[config.mk]
export PLATFORM = sky130hd
export DESIGN_NAME = cssc_top
export DESIGN_NICKNAME = d
export VERILOG_FILES = /design/src/cssc_fifo.v /design/src/cssc_top.v
export VERILOG_INCLUDE_DIRS = /design/src /design/src/src
export SDC_FILE = /design/constraint.sdc
export NUM_CORES = 2
export LEC_CHECK = 0
export ABC_AREA = 1
export BUFFER_PORTS_ARGS = -buffer_cell sky130_fd_sc_hd__buf_2
export CORE_MARGIN = 2
export CORE_UTILIZATION = 35
export CTS_CLUSTER_SIZE = 14
export DETAILED_ROUTE_END_ITERATION = 10
export GPL_ROUTABILITY_DRIVEN = 1
export MAX_ROUTING_LAYER = met4
export REMOVE_ABC_BUFFERS = 1
export SLEW_MARGIN = 30
export SYNTH_ARGS = -nofsm -noshare
export SYNTH_HDL_FRONTEND = slang
export SYNTH_HIERARCHICAL = 1
export SYNTH_SLANG_ARGS = --single-unit
[constraint.sdc]
create_clock -name clock -period 4.3 [get_ports clock]
set_clock_uncertainty 0.1 [all_clocks]
set_input_delay 0.215 -clock clock [delete_from_list [all_inputs] [get_ports clock]]
set_output_delay 0.215 -clock clock [all_outputs]
set_load 0.01 [all_outputs]
[src/cssc_regs.vh]
// Constants shared by the security state controller and its FIFOs.
// Assumes a single 25 MHz clock and the engine datapath outside this block.
`ifndef CSSC_REGS_VH
`define CSSC_REGS_VH

// Data word width on every stream
`define CSSC_DW 32
// Words held by each FIFO, and pointer width
`define CSSC_FIFO_DEPTH 4'h8
`define CSSC_FIFO_AW 3
// Words of secret parameter storage per mode bank, and address width
`define CSSC_KEY_WORDS 8
`define CSSC_KEY_AW 3
// Number of known-answer checks run after every reset
`define CSSC_NUM_KAT 3'h4
// Top state codes
`define CSSC_ST_INIT 3'h0
`define CSSC_ST_KAT_GO 3'h1
`define CSSC_ST_KAT_WAIT 3'h2
`define CSSC_ST_READY 3'h3
`define CSSC_ST_SERVICE 3'h4
`define CSSC_ST_LOCKED 3'h5

`endif

[src/cssc_fifo.v]
// Synchronous FIFO with registered head word, valid and ready.
// Assumes one clock domain and a synchronous active-high reset.
`include "cssc_regs.vh"

module cssc_fifo #(
   parameter W = 32
) (
   input wire clock,
   input wire sys_rst,
   input wire flush,
   input wire in_valid,
   input wire [W-1:0] in_data,
   output reg in_ready,
   output reg out_valid,
   output reg [W-1:0] out_data,
   input wire out_ready
);

   // Storage array, pointers and fill level
   reg [W-1:0] mem [0:`CSSC_FIFO_DEPTH-1];
   reg [`CSSC_FIFO_AW-1:0] wr_ptr_r;
   reg [`CSSC_FIFO_AW-1:0] rd_ptr_r;
   reg [3:0] count_r;
   reg [3:0] count_nxt;
   reg [`CSSC_FIFO_AW-1:0] rd_ptr_nxt;
   wire do_wr;
   wire do_rd;

   // Pointer step with natural wrap
   function [`CSSC_FIFO_AW-1:0] ptr_inc;
      input [`CSSC_FIFO_AW-1:0] p;
      input en;
      begin
         ptr_inc = en ? p + 3'h1 : p;
      end
   endfunction

   // Handshakes on both sides
   assign do_wr = in_valid && in_ready && !flush;
   assign do_rd = out_valid && out_ready && !flush;

   // Next fill level and read pointer
   always @*
   begin
      rd_ptr_nxt = ptr_inc(rd_ptr_r, do_rd);
      count_nxt = count_r;
      if (do_wr && !do_rd)
      begin
         count_nxt = count_r + 4'h1;
      end
      else if (do_rd && !do_wr)
      begin
         count_nxt = count_r - 4'h1;
      end
   end

   // Storage write
   always @(posedge clock)
   begin
      if (do_wr)
      begin
         mem[wr_ptr_r] <= in_data;
      end
   end

   // Pointers, flags and head word; flush empties the queue
   always @(posedge clock)
   begin
      if (sys_rst || flush)
      begin
         wr_ptr_r <= 3'h0;
         rd_ptr_r <= 3'h0;
         count_r <= 4'h0;
         in_ready <= 1'b0;
         out_valid <= 1'b0;
         out_data <= {W{1'b0}};
         if (flush && !sys_rst)
         begin
            in_ready <= 1'b1;
         end
      end
      else
      begin
         wr_ptr_r <= ptr_inc(wr_ptr_r, do_wr);
         rd_ptr_r <= rd_ptr_nxt;
         count_r <= count_nxt;
         in_ready <= (count_nxt != `CSSC_FIFO_DEPTH);
         out_valid <= (count_nxt != 4'h0);
         // Bypass a word written into the slot that becomes the head
         if (do_wr && (wr_ptr_r == rd_ptr_nxt))
         begin
            out_data <= in_data;
         end
         else
         begin
            out_data <= mem[rd_ptr_nxt];
         end
      end
   end

endmodule

[src/cssc_top.v]
// Security state controller of the crypto engine: self-test gate, mode
// tracking, split secret parameter banks, lock, and the data FIFOs.
// Assumes the cipher datapath sits outside, on the core_* ports.
//
// Functional notes
// - Approved mode only after self-tests pass
// - Non-approved request switches mode during service
// - Service end returns at once to approved
// - Separate secret parameter banks per mode
// - No service before init and tests pass
// - Any known-answer check failure locks device
// - Only reset unlocks; reset reruns all checks
// - Secret parameters are never readable outside
// - Reset zeroizes both key banks; key words left in the input FIFO memory are not cleared
// - No path around the cryptographic datapath
// - Data via FIFOs, control/status via registers
// - Keys by direct write or FIFO
// - Errors expose no key in outputs
`include "cssc_regs.vh"

module cssc_top (
   input wire clock,
   input wire sys_rst,
   // Input stream; din_key marks a secret parameter word
   input wire din_valid,
   input wire [31:0] din_data,
   input wire din_key,
   output wire din_ready,
   // Output stream
   output wire dout_valid,
   output wire [31:0] dout_data,
   input wire dout_ready,
   // Direct secret parameter write
   input wire key_wr_en,
   input wire key_wr_bank,
   input wire [2:0] key_wr_addr,
   input wire [31:0] key_wr_data,
   // Bank for secret parameters arriving on the stream
   input wire key_fifo_bank,
   // Service control
   input wire svc_start,
   input wire svc_nonapproved,
   output reg svc_accept,
   output reg svc_reject,
   output reg svc_done,
   output reg svc_error,
   // Status
   output reg stat_ready,
   output reg stat_busy,
   output reg stat_approved,
   output reg stat_nonapproved,
   output reg stat_locked,
   output reg stat_selftest_fail,
   // Datapath self-test handshake
   output reg core_kat_start,
   output reg [2:0] core_kat_index,
   input wire core_kat_done,
   input wire core_kat_pass,
   // Datapath mode and key read
   output reg core_nonapproved,
   input wire [2:0] core_key_rd_addr,
   output reg [31:0] core_key_data,
   // Datapath input words
   output reg core_in_valid,
   output reg [31:0] core_in_data,
   input wire core_in_ready,
   // Datapath result words
   input wire core_out_valid,
   input wire [31:0] core_out_data,
   input wire core_out_last,
   input wire core_err,
   output wire core_out_ready
);

   // Control state
   reg [2:0] state_r;
   reg [2:0] state_nxt;
   reg [2:0] kat_idx_r;
   reg [2:0] kfifo_ptr_r;
   reg mode_na_r;
   // Secret parameter banks, approved and non-approved
   reg [31:0] key_ap [0:`CSSC_KEY_WORDS-1];
   reg [31:0] key_na [0:`CSSC_KEY_WORDS-1];
   integer i;
   // FIFO wiring
   wire in_flush;
   wire out_flush;
   wire ififo_valid;
   wire [32:0] ififo_data;
   wire ififo_pop;
   wire ififo_key_pop;
   wire ififo_dat_pop;
   wire ofifo_ready;
   wire ofifo_push;
   wire in_svc;
   wire stage_free;

   assign in_svc = (state_r == `CSSC_ST_SERVICE);
   // Input queue is cleared in the init state or while the device is locked
   assign in_flush = (state_r == `CSSC_ST_LOCKED) || (state_r == `CSSC_ST_INIT);
   // Results of a failed service still queued when the error arrives are discarded
   assign out_flush = (in_svc && core_err) || (state_r == `CSSC_ST_LOCKED);
   assign stage_free = !core_in_valid || core_in_ready;
   // Key words are taken only between services
   assign ififo_key_pop = ififo_valid && ififo_data[32] && (state_r == `CSSC_ST_READY);
   // Data words feed only the datapath, only during a service
   assign ififo_dat_pop = ififo_valid && !ififo_data[32] && in_svc && stage_free;
   assign ififo_pop = ififo_key_pop || ififo_dat_pop;
   // Output queue takes only datapath results of a running service
   assign ofifo_push = core_out_valid && in_svc && !core_err;
   assign core_out_ready = ofifo_ready && in_svc;

   // Input queue, fed by DMA from the host side
   cssc_fifo #(
      .W(33)
   ) u_in_fifo (
      .clock(clock),
      .sys_rst(sys_rst),
      .flush(in_flush),
      .in_valid(din_valid),
      .in_data({din_key, din_data}),
      .in_ready(din_ready),
      .out_valid(ififo_valid),
      .out_data(ififo_data),
      .out_ready(ififo_pop)
   );

   // Output queue, drained by DMA
   cssc_fifo #(
      .W(32)
   ) u_out_fifo (
      .clock(clock),
      .sys_rst(sys_rst),
      .flush(out_flush),
      .in_valid(ofifo_push),
      .in_data(core_out_data),
      .in_ready(ofifo_ready),
      .out_valid(dout_valid),
      .out_data(dout_data),
      .out_ready(dout_ready)
   );

   // Next state of the security sequencer
   always @*
   begin
      state_nxt = state_r;
      case (state_r)
         `CSSC_ST_INIT:
         begin
            state_nxt = `CSSC_ST_KAT_GO;
         end
         `CSSC_ST_KAT_GO:
         begin
            state_nxt = `CSSC_ST_KAT_WAIT;
         end
         `CSSC_ST_KAT_WAIT:
         begin
            // Any failing check locks; last pass opens approved mode
            if (core_kat_done && !core_kat_pass)
            begin
               state_nxt = `CSSC_ST_LOCKED;
            end
            else if (core_kat_done && (kat_idx_r == `CSSC_NUM_KAT - 3'h1))
            begin
               state_nxt = `CSSC_ST_READY;
            end
            else if (core_kat_done)
            begin
               state_nxt = `CSSC_ST_KAT_GO;
            end
         end
         `CSSC_ST_READY:
         begin
            if (svc_start)
            begin
               state_nxt = `CSSC_ST_SERVICE;
            end
         end
         `CSSC_ST_SERVICE:
         begin
            // Last result or an error ends the service
            if (core_err || (ofifo_push && ofifo_ready && core_out_last))
            begin
               state_nxt = `CSSC_ST_READY;
            end
         end
         `CSSC_ST_LOCKED:
         begin
            // Left only through reset
            state_nxt = `CSSC_ST_LOCKED;
         end
         default:
         begin
            state_nxt = `CSSC_ST_LOCKED;
         end
      endcase
   end

   // Sequencer registers, mode and event pulses
   always @(posedge clock)
   begin
      if (sys_rst)
      begin
         // Reset restarts initialization and every check
         state_r <= `CSSC_ST_INIT;
         kat_idx_r <= 3'h0;
         mode_na_r <= 1'b0;
         svc_accept <= 1'b0;
         svc_reject <= 1'b0;
         svc_done <= 1'b0;
         svc_error <= 1'b0;
         core_kat_start <= 1'b0;
         core_kat_index <= 3'h0;
      end
      else
      begin
         state_r <= state_nxt;
         core_kat_start <= (state_r == `CSSC_ST_KAT_GO);
         core_kat_index <= kat_idx_r;
         if ((state_r == `CSSC_ST_KAT_WAIT) && core_kat_done && core_kat_pass)
         begin
            kat_idx_r <= kat_idx_r + 3'h1;
         end
         // Requests outside the ready state are refused
         svc_accept <= svc_start && (state_r == `CSSC_ST_READY);
         svc_reject <= svc_start && (state_r != `CSSC_ST_READY);
         svc_done <= in_svc && (state_nxt == `CSSC_ST_READY) && !core_err;
         svc_error <= in_svc && core_err;
         // Mode follows the class of the accepted request
         if ((state_r == `CSSC_ST_READY) && svc_start)
         begin
            mode_na_r <= svc_nonapproved;
         end
         else if (state_nxt != `CSSC_ST_SERVICE)
         begin
            mode_na_r <= 1'b0;
         end
      end
   end

   // Secret parameter storage; reset clears both banks
   always @(posedge clock)
   begin
      if (sys_rst)
      begin
         for (i = 0; i < `CSSC_KEY_WORDS; i = i + 1)
         begin
            key_ap[i] <= 32'h00000000;
            key_na[i] <= 32'h00000000;
         end
         kfifo_ptr_r <= 3'h0;
      end
      else
      begin
         // Direct write goes to the named bank only
         if (key_wr_en && !key_wr_bank)
         begin
            key_ap[key_wr_addr] <= key_wr_data;
         end
         if (key_wr_en && key_wr_bank)
         begin
            key_na[key_wr_addr] <= key_wr_data;
         end
         // Stream key words fill the chosen bank in order
         if (ififo_key_pop && !key_fifo_bank)
         begin
            key_ap[kfifo_ptr_r] <= ififo_data[31:0];
         end
         if (ififo_key_pop && key_fifo_bank)
         begin
            key_na[kfifo_ptr_r] <= ififo_data[31:0];
         end
         if (ififo_key_pop)
         begin
            kfifo_ptr_r <= kfifo_ptr_r + 3'h1;
         end
         else if (svc_start && (state_r == `CSSC_ST_READY))
         begin
            kfifo_ptr_r <= 3'h0;
         end
      end
   end

   // Datapath key read: only the bank of the running mode, zero otherwise
   always @(posedge clock)
   begin
      if (sys_rst || !in_svc)
      begin
         core_key_data <= 32'h00000000;
      end
      else if (mode_na_r)
      begin
         core_key_data <= key_na[core_key_rd_addr];
      end
      else
      begin
         core_key_data <= key_ap[core_key_rd_addr];
      end
   end

   // Input staging register toward the datapath
   always @(posedge clock)
   begin
      if (sys_rst || !in_svc)
      begin
         core_in_valid <= 1'b0;
         core_in_data <= 32'h00000000;
      end
      else if (stage_free)
      begin
         core_in_valid <= ififo_dat_pop;
         core_in_data <= ififo_dat_pop ? ififo_data[31:0] : 32'h00000000;
      end
   end

   // Status outputs; no key material ever reaches them
   always @(posedge clock)
   begin
      if (sys_rst)
      begin
         stat_ready <= 1'b0;
         stat_busy <= 1'b0;
         stat_approved <= 1'b0;
         stat_nonapproved <= 1'b0;
         stat_locked <= 1'b0;
         stat_selftest_fail <= 1'b0;
         core_nonapproved <= 1'b0;
      end
      else
      begin
         stat_ready <= (state_nxt == `CSSC_ST_READY);
         stat_busy <= (state_nxt == `CSSC_ST_SERVICE);
         stat_approved <= ((state_nxt == `CSSC_ST_READY) || (state_nxt == `CSSC_ST_SERVICE)) &&
                          !((state_nxt == `CSSC_ST_SERVICE) &&
                            (((state_r == `CSSC_ST_READY) && svc_nonapproved) ||
                             (in_svc && mode_na_r)));
         stat_nonapproved <= (state_nxt == `CSSC_ST_SERVICE) &&
                             (((state_r == `CSSC_ST_READY) && svc_nonapproved) ||
                              (in_svc && mode_na_r));
         stat_locked <= (state_nxt == `CSSC_ST_LOCKED);
         stat_selftest_fail <= (state_nxt == `CSSC_ST_LOCKED);
         core_nonapproved <= (state_nxt == `CSSC_ST_SERVICE) &&
                             (((state_r == `CSSC_ST_READY) && svc_nonapproved) ||
                              (in_svc && mode_na_r));
      end
   end

endmodule

==> results.txt <==
- Detailed-route DRC error count: 0
- Detail Placement HPWL: 110 mm
- The congestion estimate from routability-driven global placement came to 0.847.
- The number of antenna violations at the first check in global routing came to 27.
- Layout Area Growth over Synthesis: 14.1%
- In this run, synthesis produced a sequential element count of 1,209.
* Hold violation total from the final report: 0
- The mapped netlist covers 58,400 um2.
* Die outline height: 412 um
- CTS root buf: sky130_fd_sc_hd__clkbuf_16
* Quantity of gates resized following cts: 0
* Number of H-tree levels: 4
- Critical Path, Cell by Cell: nand2_1 > o21ai_0 > nand2_1 > nor2_2 > nand2_1 > nand2_4 > nor2_1 > nor2_4 > nand3_2 > buf_4 > nand2_1 > nor2_1 > nor2_1
- Commonest non-fill, non-tap cells in the layout: sky130_fd_sc_hd__nand2_1, sky130_fd_sc_hd__edfxtp_1, sky130_fd_sc_hd__nor2_1, sky130_fd_sc_hd__nand3_1, sky130_fd_sc_hd__inv_1
- Async set or reset register ratio after synthesis: 0%
* Post-route fraction of the period consumed by the critical path: 83.0%
- Total grt overflow: 0
- The detail route stage leaves a number of antenna-violating nets equal to 0.
- The detailed router placed 47,700 vias in this run.
* Final Max Tran Viols: 0
- For the pin with the worst max-slew slack, the measured transition is 1.05 ns.
- Standby leakage power: 26.4 nW
- The first global-routing pass estimated 289 mm of wire.
- After detailed routing, the average wire length per cell comes to 21.6 um.
- HP Start: key_wr_data[23]
- At the later pin of the worst-skew pair, clock insertion delay measures 0.80 ns.
- The final layout contains 6,900 nets.
* Cell type contributing the most total cell area after synthesis: sky130_fd_sc_hd__edfxtp_1
- Once the floorplan was initialized, standard cells occupied 35.3% of the core.
- In this run the core area contains 149 standard-cell rows.
* Overall die width: 412 um
- In the final timing run, aggregate negative setup slack is 0 ns.
- For this design, the sink count on the clock tree is 1,209.
- The smallest clock period supported by the final layout is computed as 3.57 ns.
- Setup-failing EPs final: 0
- Inserted Clock Buffers: 138
* Fraction of layout cells with a size suffix above 1: 10.1%
- Worst slew margin: 29.9%
- For this design the top-level I/O count stands at 233.
- Endpoint, Worst Hold: key_na[6][23]$_DFFE_PP_
* Final routed wirelength across all metal layers: 196 mm
- Library cell appearing most often on the critical path: sky130_fd_sc_hd__nand2_1
- TritonCTS built the clock tree.
- Data on the critical path is required at its endpoint by 4.90 ns.
* Total of max-cap violations: 0
* Total Routing Usage GR: 23.4%
* Clock-pin slew reported for the worst setup and hold paths after clock tree synthesis: 0.06 ns
- Overall power consumption after layout is estimated at 29.9 mW.
* Final cell count without fillers: 9,085
- Of the synthesized area, sequential elements account for 59.2%.
* Critical Path Max Stage Delay: 0.56 ns
* Library cell contributing the largest single delay on the critical path: sky130_fd_sc_hd__o21ai_0
- For this design the ratio of total power to cell area is 448 nW/um2.
- For this block, the initial DRC count from the detailed router was 5,281.
- Across the VDD grid, the largest voltage drop is 0.000379 V.
- Layout filler cell count: 16,200
- Counting along the longest clock path gives a buffer depth of 3.
- Worst reg-to-reg setup slack: 0.73 ns
- Count of flip-flops with a built-in enable after synthesis: 1,032
- The number of hold buffers added after CTS was 85.
- Data on the critical path arrives at its endpoint at 4.17 ns.
* Status: finished clean
* Maximum number of pins on one net before global-route repair: 144
- Each instance of the synthesized netlist takes up on average 8.74 um2.
- In this run the post-CTS setup repair buffer count came out at 0.
* Count of buffers inserted at the top-level ports: 232
* Most common cell after layout, fill and taps aside: sky130_fd_sc_hd__nand2_1
- Via-to-Cell Ratio: 5.25
* Reg2Reg Launch Point: u_in_fifo/out_valid$_SDFF_PN0_
- Hold crit path type: in2reg
- STA classifies the critical path endpoint as a flop.
- Worst Hold Depth: 5
- Synth top area share: 53.1%
- The die covers 170,000 um2.
- The number of placed instances, taps included, is 8,735.
- STA classifies the critical path startpoint as a flop.
* Worst Path Class, Setup: reg2reg
* Number of warning messages in the yosys log: 6
- Most used flip-flop cell after synthesis: sky130_fd_sc_hd__edfxtp_1
- Biggest fanout along the worst timing path: 38
* Cells after Synth: 6,677
* Number of detailed-route iterations in the first pass: 6
* Placeable core region: 165,000 um2
- The number of global-route vias before repair is 45,000.
- Number of distinct library cell variants in the gate-level netlist after synthesis: 37
- Setup repair after global routing missed its margin: no
- Derived from the worst setup path, the maximum achievable clock frequency is 0.280 GHz.
* Leading post-synthesis cells by cell area: sky130_fd_sc_hd__edfxtp_1, sky130_fd_sc_hd__nand2_1, sky130_fd_sc_hd__nand3_1
* Reg2Reg Capture Point: u_in_fifo/out_data[2]$_SDFF_PN0_
- Logic depth of the worst register-to-register path: 13
Yosys cell counts, drive strengths merged (11+ instances only):
cell	instances
clkbuf	233
inv	505
buf	261
nand2	2027
dfxtp	177
nand4	110
nor3	14
nor2	913
a21oi	84
nand3	760
o21ai	528
ha	11
edfxtp	1032
worst max-delay path, delay by kind of cell, from the launching register on:
kind                   cells  cell delay, ns
AO/OA/AOI/OAI              1            0.56
buffers and inverters      1            0.28
flip-flops                 1            0.47
AND/OR/NAND/NOR           11            2.03
state kept, by name, indices dropped and copies added (netlist names), 32 cells and up:
name	flops
u_in_fifo/mem	264
key_ap	256
key_na	256
u_out_fifo/mem	256
u_in_fifo/out_data	33
core_in_data	32
core_key_data	32
u_out_fifo/out_data	32
final cells by class:
class	instances	area [um2]	share of cell area, %
Timing Repair Buffer	448	3230	4.86
Clock inverter	74	885	1.33
Sequential cell	1209	34500	51.9
Clock buffer	172	3670	5.52
Tap cell	2189	2740	4.11
Antenna cell	19	47.5	0.0714
Inverter	514	1950	2.92
Multi-Input combinational cell	4460	19500	29.3
metrics by stage:
step | cell area, um2 | setup slack, ns | utilization, % | hold WS, ns
after floorplan | 55700 | -1.59 | - | 0.184
after global placement | 61100 | 0.843 | 37.0 | 0.352
after detailed placement | 61100 | 0.802 | 37.0 | 0.359
after CTS | 66500 | 0.773 | 40.2 | 0.00840
after global routing | 66600 | 0.396 | 40.3 | 0.0699
final | 66600 | 0.729 | 40.3 | 0.0492
cells by family (layout without fill, tap and decap cells):
logic type                 Yosys count  after routing  synth area share (%)
and+or+nand+nor                   3828           3828                  27.1
AOI/OAI and AO/OA                  616            616                  5.54
xor gates and xnor gates             5              5                0.0750
adders and majority gates           11             11                 0.236
other                                0             19                     0
DFF                               1209           1209                  59.2
buffers and inverters             1008           1208                  7.93
per-layer routing:
| metal | wire length, um | GRT usage (%) | vias up |
|---|---|---|---|
| li1 | - | - | 22200 |
| met1 | 78900 | 30.0 | 22700 |
| met2 | 88600 | 35.5 | 2438 |
| met3 | 21400 | 5.66 | 449 |
| met4 | 7420 | 9.65 | 0 |
| met5 | 0 | - | - |
report_power, final:
group	total, mW	internal (mW)	switching [mW]
registers	13.7	13.3	0.372
clock network	11.9	6.76	5.13
logic	4.31	1.16	3.15
how the worst max path moves through the flow:
stage	start	end	slack, ns	cells past startpoint
CTS	u_in_fifo/out_valid$_SDFF_PN0_	u_in_fifo/out_data[2]$_SDFF_PN0_	0.77	13
detailed placement	sys_rst	key_ap[7][7]$_DFFE_PP_	0.80	7
floorplan	core_in_valid$_SDFFE_PP0N_	u_in_fifo/out_data[0]$_SDFF_PN0_	-1.59	14
global route	u_in_fifo/out_valid$_SDFF_PN0_	u_in_fifo/out_data[2]$_SDFF_PN0_	0.40	13
finish	u_in_fifo/out_valid$_SDFF_PN0_	u_in_fifo/out_data[2]$_SDFF_PN0_	0.73	13
global placement	sys_rst	key_ap[7][7]$_DFFE_PP_	0.84	7
(Power assumes the default switching activity.)
